==> src/rtl/rtc_map.svh <==
`ifndef RTC_MAP_SVH
`define RTC_MAP_SVH
`define RADIX_50 6'd49
`define RADIX_60 6'd59
`define BCD_ZERO 4'h0
`define BCD_NINE 4'h9
`define BCD_FIVE 4'h5
`define BCD_TWO 4'h2
`define BCD_THREE 4'h3
`define BCD_ONE 4'h1
`define HZ_ZERO 6'h00
`endif

==> src/rtl/rtc_pkg.sv <==
package rtc_pkg;
   typedef logic [3:0] digit_t;
   typedef struct packed {
      digit_t tens;
      digit_t ones;
   } bcd_pair_t;
   typedef enum logic [1:0] {
      ST_RUN = 2'b00,
      ST_LOAD = 2'b01,
      ST_CLEAR = 2'b10
   } mode_t;
endpackage : rtc_pkg

==> src/rtl/bcd_digit_if.sv <==
`timescale 1ns/1ps
interface bcd_digit_if;
   logic tick;
   logic load;
   logic clear;
   rtc_pkg::bcd_pair_t preset;
   rtc_pkg::bcd_pair_t value;
   logic carry;
   modport ctrl (output tick, output load, output clear, output preset,
      input value, input carry);
   modport cnt (input tick, input load, input clear, input preset,
      output value, output carry);
endinterface : bcd_digit_if

==> src/rtl/bcd_pair_counter.sv <==
`timescale 1ns/1ps
`include "rtc_map.svh"
module bcd_pair_counter #(
   parameter logic [3:0] TENS_MAX = `BCD_FIVE,
   parameter logic [3:0] ONES_MAX = `BCD_NINE,
   parameter bit WRAP_AT_TWENTY_THREE = 1'b0
) (
   input wire logic sys_clk_i,
   input wire logic resetn_i,
   bcd_digit_if.cnt port
);
   // =====================
   // wrap detection
   function automatic logic at_top(input rtc_pkg::bcd_pair_t v);
      if (WRAP_AT_TWENTY_THREE) begin
         at_top = (v.tens == `BCD_TWO) && (v.ones == `BCD_THREE);
      end else begin
         at_top = (v.tens == TENS_MAX) && (v.ones == ONES_MAX);
      end
   endfunction : at_top

   rtc_pkg::bcd_pair_t value_q;

   assign port.value = value_q;
   assign port.carry = port.tick && at_top(value_q) && !port.load && !port.clear;

   // =====================
   // counting, clear has priority over preset
   always_ff @(posedge sys_clk_i or negedge resetn_i) begin
      if (!resetn_i) begin
         value_q <= '0;
      end else if (port.clear) begin
         value_q <= '0;
      end else if (port.load) begin
         value_q <= port.preset;
      end else if (port.tick) begin
         if (at_top(value_q)) begin
            value_q <= '0;
         end else if (value_q.ones == `BCD_NINE) begin
            value_q.ones <= `BCD_ZERO;
            value_q.tens <= value_q.tens + `BCD_ONE;
         end else begin
            value_q.ones <= value_q.ones + `BCD_ONE;
         end
      end
   end
endmodule : bcd_pair_counter

==> src/rtl/line_frequency_bcd_time_clock.sv <==
`timescale 1ns/1ps
`include "rtc_map.svh"
module line_frequency_bcd_time_clock (
   input wire logic sys_clk_i,
   input wire logic resetn_i,
   input wire logic line_pulse_i,
   input wire logic radix_sixty_i,
   input wire logic preset_button_n_i,
   input wire logic clear_i,
   input wire logic [7:0] preset_hour_i,
   input wire logic [7:0] preset_minute_i,
   input wire logic [7:0] preset_second_i,
   output logic [7:0] hour_o,
   output logic [7:0] minute_o,
   output logic [7:0] second_o,
   output logic [5:0] hertz_o,
   output logic second_tick_o,
   output logic minute_tick_o,
   output logic hour_tick_o,
   output logic day_tick_o
);
   // =====================
   // pin synchronisers; first stage feeds only the second
   logic [3:0] sync1_q;
   logic [3:0] sync2_q;
   logic line_prev_q;
   always_ff @(posedge sys_clk_i or negedge resetn_i) begin
      if (!resetn_i) begin
         sync1_q <= '0;
         sync2_q <= '0;
      end else begin
         sync1_q <= {clear_i, ~preset_button_n_i, radix_sixty_i, line_pulse_i};
         sync2_q <= sync1_q;
      end
   end

   logic line_sync;
   logic radix_sixty;
   logic button_sync;
   logic clear_sync;
   assign line_sync = sync2_q[0];
   assign radix_sixty = sync2_q[1];
   assign button_sync = sync2_q[2];
   assign clear_sync = sync2_q[3];

   // =====================
   // edge detection: one count per line cycle, one load per press
   logic button_prev_q;
   always_ff @(posedge sys_clk_i or negedge resetn_i) begin
      if (!resetn_i) begin
         line_prev_q <= 1'b0;
         button_prev_q <= 1'b0;
      end else begin
         line_prev_q <= line_sync;
         button_prev_q <= button_sync;
      end
   end

   logic line_rise;
   logic load_pulse;
   assign line_rise = line_sync && !line_prev_q;
   assign load_pulse = button_sync && !button_prev_q;

   // =====================
   // hertz counter
   logic [5:0] hertz_q;
   logic [5:0] hertz_top;
   logic hertz_carry;
   assign hertz_top = radix_sixty ? `RADIX_60 : `RADIX_50;
   assign hertz_carry = line_rise && (hertz_q == hertz_top) && !load_pulse && !clear_sync;

   always_ff @(posedge sys_clk_i or negedge resetn_i) begin
      if (!resetn_i) begin
         hertz_q <= `HZ_ZERO;
      end else if (clear_sync || load_pulse) begin
         hertz_q <= `HZ_ZERO;
      end else if (line_rise) begin
         // radix change mid-second may leave count above top; wrap catches it
         if (hertz_q >= hertz_top) begin
            hertz_q <= `HZ_ZERO;
         end else begin
            hertz_q <= hertz_q + 6'h01;
         end
      end
   end
   assign hertz_o = hertz_q;

   // =====================
   // preset switch synchronisers; reset level is one, as the pull-ups leave
   // an open switch, so a load right after reset still reads undriven bits as one
   rtc_pkg::bcd_pair_t preset_sec_s1_q;
   rtc_pkg::bcd_pair_t preset_sec_s2_q;
   always_ff @(posedge sys_clk_i or negedge resetn_i) begin
      if (!resetn_i) begin
         preset_sec_s1_q <= '1;
         preset_sec_s2_q <= '1;
      end else begin
         preset_sec_s1_q <= preset_second_i;
         preset_sec_s2_q <= preset_sec_s1_q;
      end
   end

   rtc_pkg::bcd_pair_t preset_min_s1_q;
   rtc_pkg::bcd_pair_t preset_min_s2_q;
   always_ff @(posedge sys_clk_i or negedge resetn_i) begin
      if (!resetn_i) begin
         preset_min_s1_q <= '1;
         preset_min_s2_q <= '1;
      end else begin
         preset_min_s1_q <= preset_minute_i;
         preset_min_s2_q <= preset_min_s1_q;
      end
   end

   rtc_pkg::bcd_pair_t preset_hr_s1_q;
   rtc_pkg::bcd_pair_t preset_hr_s2_q;
   always_ff @(posedge sys_clk_i or negedge resetn_i) begin
      if (!resetn_i) begin
         preset_hr_s1_q <= '1;
         preset_hr_s2_q <= '1;
      end else begin
         preset_hr_s1_q <= preset_hour_i;
         preset_hr_s2_q <= preset_hr_s1_q;
      end
   end

   // =====================
   // cascaded bcd counters
   bcd_digit_if sec_if ();
   bcd_digit_if min_if ();
   bcd_digit_if hr_if ();

   // preset pins are active high on the wire side of the pull-ups; a floating
   // pin arrives as one, so the loaded bit is one unless grounded
   assign sec_if.tick = hertz_carry;
   assign sec_if.load = load_pulse;
   assign sec_if.clear = clear_sync;
   assign sec_if.preset = preset_sec_s2_q;
   assign min_if.tick = sec_if.carry;
   assign min_if.load = load_pulse;
   assign min_if.clear = clear_sync;
   assign min_if.preset = preset_min_s2_q;
   assign hr_if.tick = min_if.carry;
   assign hr_if.load = load_pulse;
   assign hr_if.clear = clear_sync;
   assign hr_if.preset = preset_hr_s2_q;

   bcd_pair_counter #(
      .TENS_MAX(`BCD_FIVE),
      .ONES_MAX(`BCD_NINE),
      .WRAP_AT_TWENTY_THREE(1'b0)
   ) u_sec (
      .sys_clk_i(sys_clk_i),
      .resetn_i(resetn_i),
      .port(sec_if.cnt)
   );
   bcd_pair_counter #(
      .TENS_MAX(`BCD_FIVE),
      .ONES_MAX(`BCD_NINE),
      .WRAP_AT_TWENTY_THREE(1'b0)
   ) u_min (
      .sys_clk_i(sys_clk_i),
      .resetn_i(resetn_i),
      .port(min_if.cnt)
   );
   bcd_pair_counter #(
      .TENS_MAX(`BCD_TWO),
      .ONES_MAX(`BCD_THREE),
      .WRAP_AT_TWENTY_THREE(1'b1)
   ) u_hr (
      .sys_clk_i(sys_clk_i),
      .resetn_i(resetn_i),
      .port(hr_if.cnt)
   );

   assign second_o = sec_if.value;
   assign minute_o = min_if.value;
   assign hour_o = hr_if.value;

   // =====================
   // synchronizing pulses, registered so each is one clean cycle
   logic second_tick_q;
   always_ff @(posedge sys_clk_i or negedge resetn_i) begin
      if (!resetn_i) begin
         second_tick_q <= 1'b0;
      end else begin
         second_tick_q <= hertz_carry;
      end
   end
   assign second_tick_o = second_tick_q;

   logic minute_tick_q;
   always_ff @(posedge sys_clk_i or negedge resetn_i) begin
      if (!resetn_i) begin
         minute_tick_q <= 1'b0;
      end else begin
         minute_tick_q <= sec_if.carry;
      end
   end
   assign minute_tick_o = minute_tick_q;

   logic hour_tick_q;
   always_ff @(posedge sys_clk_i or negedge resetn_i) begin
      if (!resetn_i) begin
         hour_tick_q <= 1'b0;
      end else begin
         hour_tick_q <= min_if.carry;
      end
   end
   assign hour_tick_o = hour_tick_q;

   logic day_tick_q;
   always_ff @(posedge sys_clk_i or negedge resetn_i) begin
      if (!resetn_i) begin
         day_tick_q <= 1'b0;
      end else begin
         day_tick_q <= hr_if.carry;
      end
   end
   assign day_tick_o = day_tick_q;
endmodule : line_frequency_bcd_time_clock

==> config.mk <==
export PLATFORM = sky130hd
export DESIGN_NAME = line_frequency_bcd_time_clock
export DESIGN_NICKNAME = d
export VERILOG_FILES = /design/src/rtl/rtc_pkg.sv /design/src/rtl/bcd_digit_if.sv /design/src/rtl/bcd_pair_counter.sv /design/src/rtl/line_frequency_bcd_time_clock.sv
export VERILOG_INCLUDE_DIRS = /design/src /design/src/rtl
export SDC_FILE = /design/constraint.sdc
export NUM_CORES = 1
export LEC_CHECK = 0
export BUFFER_PORTS_ARGS = -buffer_cell sky130_fd_sc_hd__buf_2
export CAP_MARGIN = 20
export CORE_MARGIN = 2
export CORE_UTILIZATION = 55
export CTS_CLUSTER_DIAMETER = 100
export CTS_CLUSTER_SIZE = 10
export DETAILED_ROUTE_END_ITERATION = 10
export PLACE_DENSITY = 0.79
export SYNTH_ARGS = -nofsm -noshare
export SYNTH_HDL_FRONTEND = slang
export SYNTH_SLANG_ARGS = --single-unit
==> constraint.sdc <==
create_clock -name sys_clk_i -period 3 [get_ports sys_clk_i]
set_input_delay 0.6 -clock sys_clk_i [delete_from_list [all_inputs] [get_ports sys_clk_i]]
set_output_delay 0.6 -clock sys_clk_i [all_outputs]
set_load 0.02 [all_outputs]
-- Word-level counts from Yosys, hierarchy flattened
Index checks and enable logic that the tools add are counted.
- register bits after elaboration: 92
- latch bits: 0
- RAM bits: 0
- ROM bits: 0
- bits of input ports: 30
- output and inout bits: 34
- logic and storage cells: 107
- memories kept: 0
- add/subtract/negate cells: 7
- $mul: 0
- divide/modulo/power cells: 0
- order comparisons: 1
- eq/ne operators: 8
- shifts and indexed selects: 0
- multiplexer cells: 31
- bitwise logic cells: 1
- reductions and logical operators: 32
- operator list (cell ; count):
    $mux W8 ; 12
    $mux W4 ; 7
    $add A4 B1 Y4 const B ; 6
    $mux W6 ; 3
    $logic_and A1 B1 Y1 ; 17
    $eq A4 B4 Y1 const B ; 3
    $reduce_bool A4 Y1 ; 3
    $mux W1 ; 9
    $reduce_bool A3 Y1 ; 3
    $eq A4 B2 Y1 const B ; 2
    $eq A4 B3 Y1 const B ; 2
    $add A6 B1 Y6 const B ; 1
    $eq A6 B6 Y1 ; 1
    $ge A6 B6 Y1 ; 1
    $reduce_and A2 Y1 ; 3
    $logic_not A1 Y1 ; 4
    $reduce_bool A2 Y1 ; 1
    $logic_or A1 B1 Y1 ; 1
    $not A1 Y1 ; 1

-- Depth between registers and ports, before layout
Gate-level depths: netlist (run 1).
- depth after elaboration: 18
- gate-level depth with buffers: 8
- depth with buffers taken out: 7

-- Cells and area by module
Synthesis (run 1) repeated with hierarchy kept, for this count alone.
- cell total of the unflattened synthesis: 295
- area total of the unflattened synthesis: 3733.6 um^2
- by module, submodules not included (module ; instances ; cells each ; area each (um^2) ; sequential area each (um^2)):
    line_frequency_bcd_time_clock ; 1 ; 111 ; 2045.7 ; 1761.7
    bcd_pair_counter at u_min ... ; 2 ; 63 ; 570.5 ; 200.2
    bcd_pair_counter at u_hr ; 1 ; 58 ; 546.8 ; 200.2

-- Worst setup path before layout (run 1)
No wires, ideal clock.
- path type: reg2reg
- from: register hertz_q[1] (netlist: hertz_o[1])
- to: register u_min.value_q (netlist bit u_min.port.value[0])
- setup time: 0.099 ns
- arrival time: 2.181 ns
- data required time: 2.901 ns
- path slack: 0.720 ns
- stages on the path, launching flop included: 7
- buffers on the path: 1
- period minus slack after synthesis: 2.280 ns
- path through: dfrtp_1 > ha_1 > nand4b_1 > or4_1 > buf_2 > or3_1 > a311oi_1
- word-level cells in the longest chain between the ends: 8
- RTL lines (item ; line ; text):
    from (decl) ; line_frequency_bcd_time_clock.sv:66 ; logic [5:0] hertz_q;
    from (signal assigned) ; line_frequency_bcd_time_clock.sv:74 ; hertz_q <= `HZ_ZERO;
    from (signal assigned) ; line_frequency_bcd_time_clock.sv:76 ; hertz_q <= `HZ_ZERO;
    from (signal assigned) ; line_frequency_bcd_time_clock.sv:80 ; hertz_q <= `HZ_ZERO;
    $eq A6 B6 Y1 ; line_frequency_bcd_time_clock.sv:70 ; assign hertz_carry = line_rise && (hertz_q == hertz_top) && !load_pulse && !clear_sync;
    $logic_and A1 B1 Y1 (3 in a row) ; line_frequency_bcd_time_clock.sv:70 ;
    $logic_and A1 B1 Y1 (3 in a row) ; bcd_pair_counter.sv:25 ; assign port.carry = port.tick && at_top(value_q) && !port.load && !port.clear;
    $reduce_bool A3 Y1 (no line) ; n/a ;
    to (signal assigned) ; bcd_pair_counter.sv:35 ; value_q <= port.preset;
    to (decl) ; bcd_pair_counter.sv:22 ; rtc_pkg::bcd_pair_t value_q;
No other way between the ends.
A chain may end at the register's enable or synchronous reset.

-- Worst setup path after layout (run 1)
- from: register hertz_q[3] (netlist: hertz_o[3])
- to: register u_min.value_q (netlist bit u_min.port.value[7])
- word-level cells in the longest chain between the ends: 9
- RTL lines (item ; line):
    $eq A6 B6 Y1 ; line_frequency_bcd_time_clock.sv:70
    $logic_and A1 B1 Y1 (3 in a row) ; line_frequency_bcd_time_clock.sv:70
    $logic_and A1 B1 Y1 (3 in a row) ; bcd_pair_counter.sv:25
    $reduce_bool A3 Y1 (no line) ; n/a
    $reduce_and A2 Y1 (no line) ; n/a
No other way between the ends.

==> results of run 1 <==
## logic make-up after synthesis
logic type               synth area share [%]
AO/OA/AOI/OAI                           10.38
XOR/XNOR                                1.906
adder cells (fa/ha/maj)                 5.106
buffers and inverters                   1.974
flip-flops                              64.26
multiplexers                           0.8169
AND/OR/NAND/NOR                         15.56
## where the power goes
part | total [uW] | switching, uW | internal [uW] | leakage, uW
sequential | 1370 | 43.6 | 1320 | 0.00108
combinational | 172 | 107 | 65.6 | 0.000723
clock | 803 | 412 | 391 | 0.0000988
total | 2340 | 562 | 1780 | 0.00191
## stage by stage
step | util (%) | hold WS [ns] | setup WS (ns)
global placement | 63.55 | 0.3348 | 0.7212
floorplan | - | 0.3044 | 0.7198
global route | 66.53 | 0.2949 | 0.4511
finish | 66.53 | 0.3328 | 0.6131
detailed placement | 63.55 | 0.3356 | 0.6032
CTS | 66.53 | 0.3164 | 0.6052
## worst paths after layout
path                                        to  cells after the start  slack [ns]
max                        u_min.port.value[7]                      6        0.61
min                         preset_min_s1_q[6]                      1        0.33
max reg2reg                u_min.port.value[7]                      6        0.61
min reg2reg                    hr_if.preset[5]                      0        0.35
max in group asynchronous   preset_sec_s2_q[6]                      2        1.87
min in group asynchronous        second_tick_o                      1        0.34
## worst max-delay path: cells and delay by family, from the launching register on
kind                     cells  cell delay [ns]
AO/OA/AOI/OAI                2             0.61
flip-flops                   1             0.45
AND/OR/NAND/NOR              3             0.89
adder cells (fa/ha/maj)      1             0.32
## Yosys cell counts, types with 3 or more instances
library cell / count
o21ai_0: 8
a21oi_1: 5
mux2i_1: 3
a311oi_1: 6
a211oi_1: 9
nand2b_1: 4
nand2_1: 21
nand4b_1: 3
dfrtp_1: 44
nor3_1: 10
or3_1: 4
clkbuf_1: 9
nand3b_1: 5
nor2b_1: 3
a22oi_1: 3
dfstp_2: 48
or2_2: 3
nand3_1: 13
o211ai_1: 3
ha_1: 15
xnor2_1: 7
a31oi_1: 5
inv_1: 9
o2bb2ai_1: 5
nor2_1: 32
## final cells by class
class	count	area share (%)
clock buffers	11	3.075
multi-input cells	190	29.05
inverters	9	0.7906
repair buffers	67	8.141
well taps	77	2.255
flip-flops and latches	92	55.29
clock inverters	5	1.406
## state kept, by name (all words and copies together) (netlist names), 6 cells and up
name and count:
hr_if.preset 8, min_if.preset 8, preset_hr_s1_q 8, preset_min_s1_q 8, preset_sec_s1_q 8, preset_sec_s2_q 8
u_hr.port.value 8, u_min.port.value 8, u_sec.port.value 8, hertz_o 6
## per-layer routing
layer	up-vias	share of wire [%]	global-route usage (%)
met5	-	0	0
met4	0	1.3	5.916
met3	11	5.5	6.833
met2	69	49	31.61
met1	1225	44	27.50
li1	1196	-	-
==> key figures, run 1 <==
Run status
  • Status: finished clean

Timing
  • RSZ-0062 raised after global routing: false
  • Fmax: 0.4190 GHz
  • Clk_skew: 0.008599 ns
  • Relative slew slack: 43.78%
  • Setup TNS: 0 ns
  • Fin. Hold Viols: 0
  • Post-layout min period: 2.387 ns
  • Period utilization: 79.56%
  • Endpoints failing setup: 0
  • Tightest Pin Transition: 0.8432 ns
  • Slew Viols, Final: 0

Yosys
  • Post-Synthesis Cell Area: 3676 um2
  • Share of the synthesized area in the top cell type: 34.31%
  • Top_reg_cell synth: dfstp_2
  • Synth warnings: 0
  • Post-synth ARST share: 100.0%
  • Synth Register Bits: 92
  • Largest area contributor in the netlist: dfstp_2
  • Mapped Cells: 301
  • Unique cell type count in the Yosys netlist: 45
  • Dominant cells by area after synthesis: dfstp_2 34%, dfrtp_1 30%, ha_1 5.1%, nor2_1 3.3%, nand2_1 2.1%
  • Number of flops mapped to enable cells by yosys: 0
  • Sequential element share of the synthesized area: 64.26%
  • Post-synth net total: 346
  • Syn_area_per_cell: 12.21 um2

Global routing
  • Initial antenna violation count: 0
  • Pin count of the biggest net entering global routing: 72
  • Total GRT Usage: 20.32%
  • First-pass GRT wire length: 11.50 mm
  • Grt ovf: 0
  • Vias in the first global route: 2432

Finish
  • Commonest non-fill, non-tap cell in the layout: buf_2
  • Ant. Diodes: 0
  • Number of fill cells: 479
  • Fin nets: 414
  • Final Non-Filler Cells: 451
  • Share of layout cells above drive strength 1: 35.83%
  • Commonest non-fill, non-tap cells in the layout: 62 x buf_2, 48 x dfstp_2, 44 x dfrtp_1
  • Reg area: 2362 um2
  • Area grow syn2layout: 16.24%
  • Design Area, Final: 4273 um2
  • Multi-input combinational cell area: 1241 um2

Drt
  • Drt first pass iters: 6
  • WL final: 6.781 mm
  • Average wire per standard cell: 15.04 um
  • DRC violations left: 0
  • Antenna Nets Post-Route: 0
  • DR iter-0 viols: 162
  • Post-DR vias/cell: 5.545
  • DR vias: 2501

Clock tree
  • Clock sink total: 92
  • Setup Fix Bufs, Post-CTS: 0
  • CTS Hold Bufs: 0
  • Clk_lat worst skew: 0.36 ns
  • CTS buffer count: 9
  • Number of gates resized after cts: 0
  • Htree depth: 3
  • CTS tree: built
  • Worst-path clk slew: 0.09 ns
  • Root buf cell: clkbuf_8
  • Bufs on Longest Clock Path: 2

Run
  • Max-cap violations: 0

Floorplan
  • I/O Pins: 64
  • Row count: 29
  • Initial Util: 57.24%
  • Die Ht: 85.76 um
  • Core Area: 6422 um2
  • Die area: 7354 um2
  • Die X: 85.76 um

Worst setup path
  • Max FO, Critical Path: 8
  • FF-to-FF Start: hertz_o[3]
  • Crit path DAT: 2.63 ns
  • Crit path from: hertz_o[3]
  • Max incr delay on CP: 0.68 ns
  • Crit path kind: flip-flop to flip-flop
  • CP cell instances: ha_1 > nand4b_1 > or4_1 > o21ai_2 > nor2_1 > a311oi_1
  • Setup crit end kind: flip-flop
  • CP max stage cell: or4_1
  • CP required: 3.25 ns
  • Startpoint types: flip-flop

Place
  • Dpl cell area: 4081 um2
  • GP Congestion: 0.8380
  • Placed instance count: 435
  • HPWL Detailed: 4.789 mm
  • PortBufs: 63

Power
  • VDD IR max: 0.4696 mV
  • PD cells: 547.8 nW/um2
  • P_leak: 0.001906 uW
  • Design Power: 2341 uW

Min path
  • Hold wc startpoint: preset_minute_i[6]
  • HP Class: input port to flip-flop
No activity file was read; power rests on OpenSTA's default activity.
==> run 2: changes to the inputs <==
ABC_AREA = 1   (was unset)
CORE_UTILIZATION = 56   (was 55)
clock period = 2.38 ns   (was 3 ns; I/O delays follow)
==> key figures, run 2 <==
Run status
  • Status: finished clean

Timing
  • Final hold slack: 0.06976 ns
  • Slew Viols, Final: 0
  • Relative slew slack: 69.01%
  • Final setup margin: 0.6154 ns
  • Endpoints failing setup: 0
  • Clk_skew: 0.01210 ns
  • Fmax: 0.5667 GHz
  • Tightest Pin Transition: 0.4648 ns
  • RSZ-0062 raised after global routing: false
  • Setup TNS: 0 ns
  • Period utilization: 74.14%
  • Post-layout min period: 1.765 ns
  • Fin. Hold Viols: 0

Yosys
  • Unique cell type count in the Yosys netlist: 31
  • Post-Synthesis Cell Area: 3837 um2
  • Most frequent cell after synthesis: nand2_1
  • Top_reg_cell synth: dfstp_2
  • Sequential element share of the synthesized area: 61.56%
  • Share of the synthesized area in the top cell type: 32.87%
  • Post-synth ARST share: 100.0%
  • Post-synth net total: 411
  • Syn_area_per_cell: 10.48 um2
  • Dominant cells by area after synthesis: dfstp_2 33%, dfrtp_1 29%, nand2_1 7.2%, ha_1 4.9%, nand3_1 4.8%
  • Commonest cells in the synthesized netlist: 74 x nand2_1, 48 x dfstp_2, 44 x dfrtp_1, 37 x inv_1, 37 x nand3_1
  • Synth warnings: 0
  • Number of flops mapped to enable cells by yosys: 0
  • Synth Register Bits: 92
  • Largest area contributor in the netlist: dfstp_2
  • Mapped Cells: 366

Drt
  • DR iter-0 viols: 149
  • Average wire per standard cell: 13.19 um
  • Met1 Routed Length: 3.202 mm
  • DRC violations left: 0
  • Met3 wire len: 285 um
  • Antenna Nets Post-Route: 0
  • DR vias: 2682
  • Met2 routed wirelength: 3.295 mm
  • Drt first pass iters: 4
  • Post-DR vias/cell: 5.138
  • WL final: 6.885 mm
  • Uppermost layer routed: met4

Clock tree
  • Number of gates resized after cts: 0
  • Clock sink total: 92
  • Htree depth: 3
  • CTS tree: built
  • Root buf cell: clkbuf_8
  • Worst-path clk slew: 0.09 ns
  • Setup Fix Bufs, Post-CTS: 0
  • Bufs on Longest Clock Path: 2
  • CTS Hold Bufs: 0
  • Clk_lat worst skew: 0.36 ns
  • CTS buffer count: 9

Run
  • Max-cap violations: 0

Worst setup path
  • Critical Path End: u_min.port.value[6]
  • Startpoint types: flip-flop
  • CP cell instances: ha_1 > nand2_1 > nor2_2 > nand2_4 > o21ai_4 > nand2_4 > nand2_1 > o21ai_1
  • Crit path kind: flip-flop to flip-flop
  • Crit path from: hertz_o[3]
  • CP max stage cell: dfrtp_1
  • R2R Path End: u_min.port.value[6]
  • Max FO, Critical Path: 8
  • Max incr delay on CP: 0.43 ns
  • Crit path DAT: 2.00 ns
  • Setup crit end kind: flip-flop
  • CP required: 2.62 ns
  • Reg-to-reg slack, setup: 0.62 ns
  • R2R depth: 8
  • FF-to-FF Start: hertz_o[3]

Finish
  • Reg area: 2362 um2
  • Commonest non-fill, non-tap cell in the layout: nand2_1
  • Ant. Diodes: 0
  • Number of fill cells: 510
  • Area grow syn2layout: 17.09%
  • Commonest non-fill, non-tap cells in the layout: 74 x nand2_1, 62 x buf_2, 48 x dfstp_2
  • Multi-input combinational cell area: 1292 um2
  • Fin nets: 482
  • Share of layout cells above drive strength 1: 33.71%
  • Design Area, Final: 4493 um2

Global routing
  • Total GRT Usage: 20.44%
  • Vias in the first global route: 2601
  • Initial antenna violation count: 0
  • Pin count of the biggest net entering global routing: 57
  • First-pass GRT wire length: 11.95 mm
  • Grt ovf: 0

Place
  • Dpl ws: 0.6454 ns
  • GP Congestion: 0.9149
  • Dpl cell area: 4250 um2
  • PortBufs: 63
  • HPWL Detailed: 4.890 mm

Floorplan
  • Die Ht: 86.78 um
  • Die area: 7531 um2
  • Core Area: 6719 um2
  • Initial Util: 57.11%
  • Row count: 30
  • Die X: 86.78 um
  • I/O Pins: 64

Power
  • P_leak: 0.002225 uW
  • Design Power: 3340 uW
  • VDD IR max: 0.5090 mV
  • PD cells: 743.3 nW/um2

Min path
  • HP Class: input port to async pin
## run 2: changes by cell type after synthesis, sizes merged, moves of 7 or more
| cell | change |
|---|---|
| xor2 | +7 |
| inv | +31 |
| nand3 | +25 |
| nor3 | -7 |
| clkbuf | -9 |
| o21ai | +23 |
| nand2 | +59 |
| a211oi | -9 |
## run 2: cell families (layout without fill, tap and decap cells)
logic type / count (synthesis) / count (layout) / synth area share (%)
DFF: 92 / 92 / 61.56
and+or+nand+nor: 156 / 156 / 19.40
buffers and inverters: 45 / 121 / 4.760
AOI/OAI and AO/OA: 46 / 46 / 6.652
adders and majority gates: 15 / 15 / 4.891
xor gates and xnor gates: 12 / 12 / 2.739
## run 2: per-stage QoR
stage / std cells / utilization [%]
global placement: 506 / 63.26
finish: 522 / 66.87
floorplan: 366 / -
global route: 522 / 66.87
detailed placement: 506 / 63.26
CTS: 522 / 66.87
## run 2: final cells by class
| type | count | area share [%] |
|---|---|---|
| Multi-Input combinational cell | 229 | 28.77 |
| Sequential cell | 92 | 52.58 |
| Timing Repair Buffer | 65 | 7.686 |
| Clock buffer | 11 | 3.620 |
| Tap cell | 80 | 2.228 |
| Inverter | 40 | 3.342 |
| Clock inverter | 5 | 1.782 |
## run 2: power by group
part,switching (uW),internal (uW),leakage (uW),total [uW]
logic,237,132,0.00102,368
registers,81.8,1680,0.00108,1770
clock network,521,684,0.000125,1200
## run 2: critical path, delay by kind of cell, from the launching register on
kind                     cells  cell delay (ns)
AO/OA/AOI/OAI                2             0.36
AND/OR/NAND/NOR              5             0.53
adder cells (fa/ha/maj)      1             0.32
flip-flops                   1             0.43
## run 2: worst min-delay path by stage
stage                           from             to  slack (ns)  cells after the start
after floorplan             resetn_i  button_prev_q        0.18                      0
after global placement    sync1_q[2]     sync2_q[2]        0.33                      0
after CTS                   resetn_i     hertz_o[5]        0.07                      1
after detailed placement  sync1_q[1]     sync2_q[1]        0.33                      0
after global routing        resetn_i     hertz_o[5]        0.09                      1
final                       resetn_i     hertz_o[0]        0.07                      1
## run 2: metal layers
metal	up-vias	global-route usage (%)
met4	0	8.097
met2	59	30.95
met5	-	0
met3	10	4.952
met1	1285	28.54
li1	1328	-
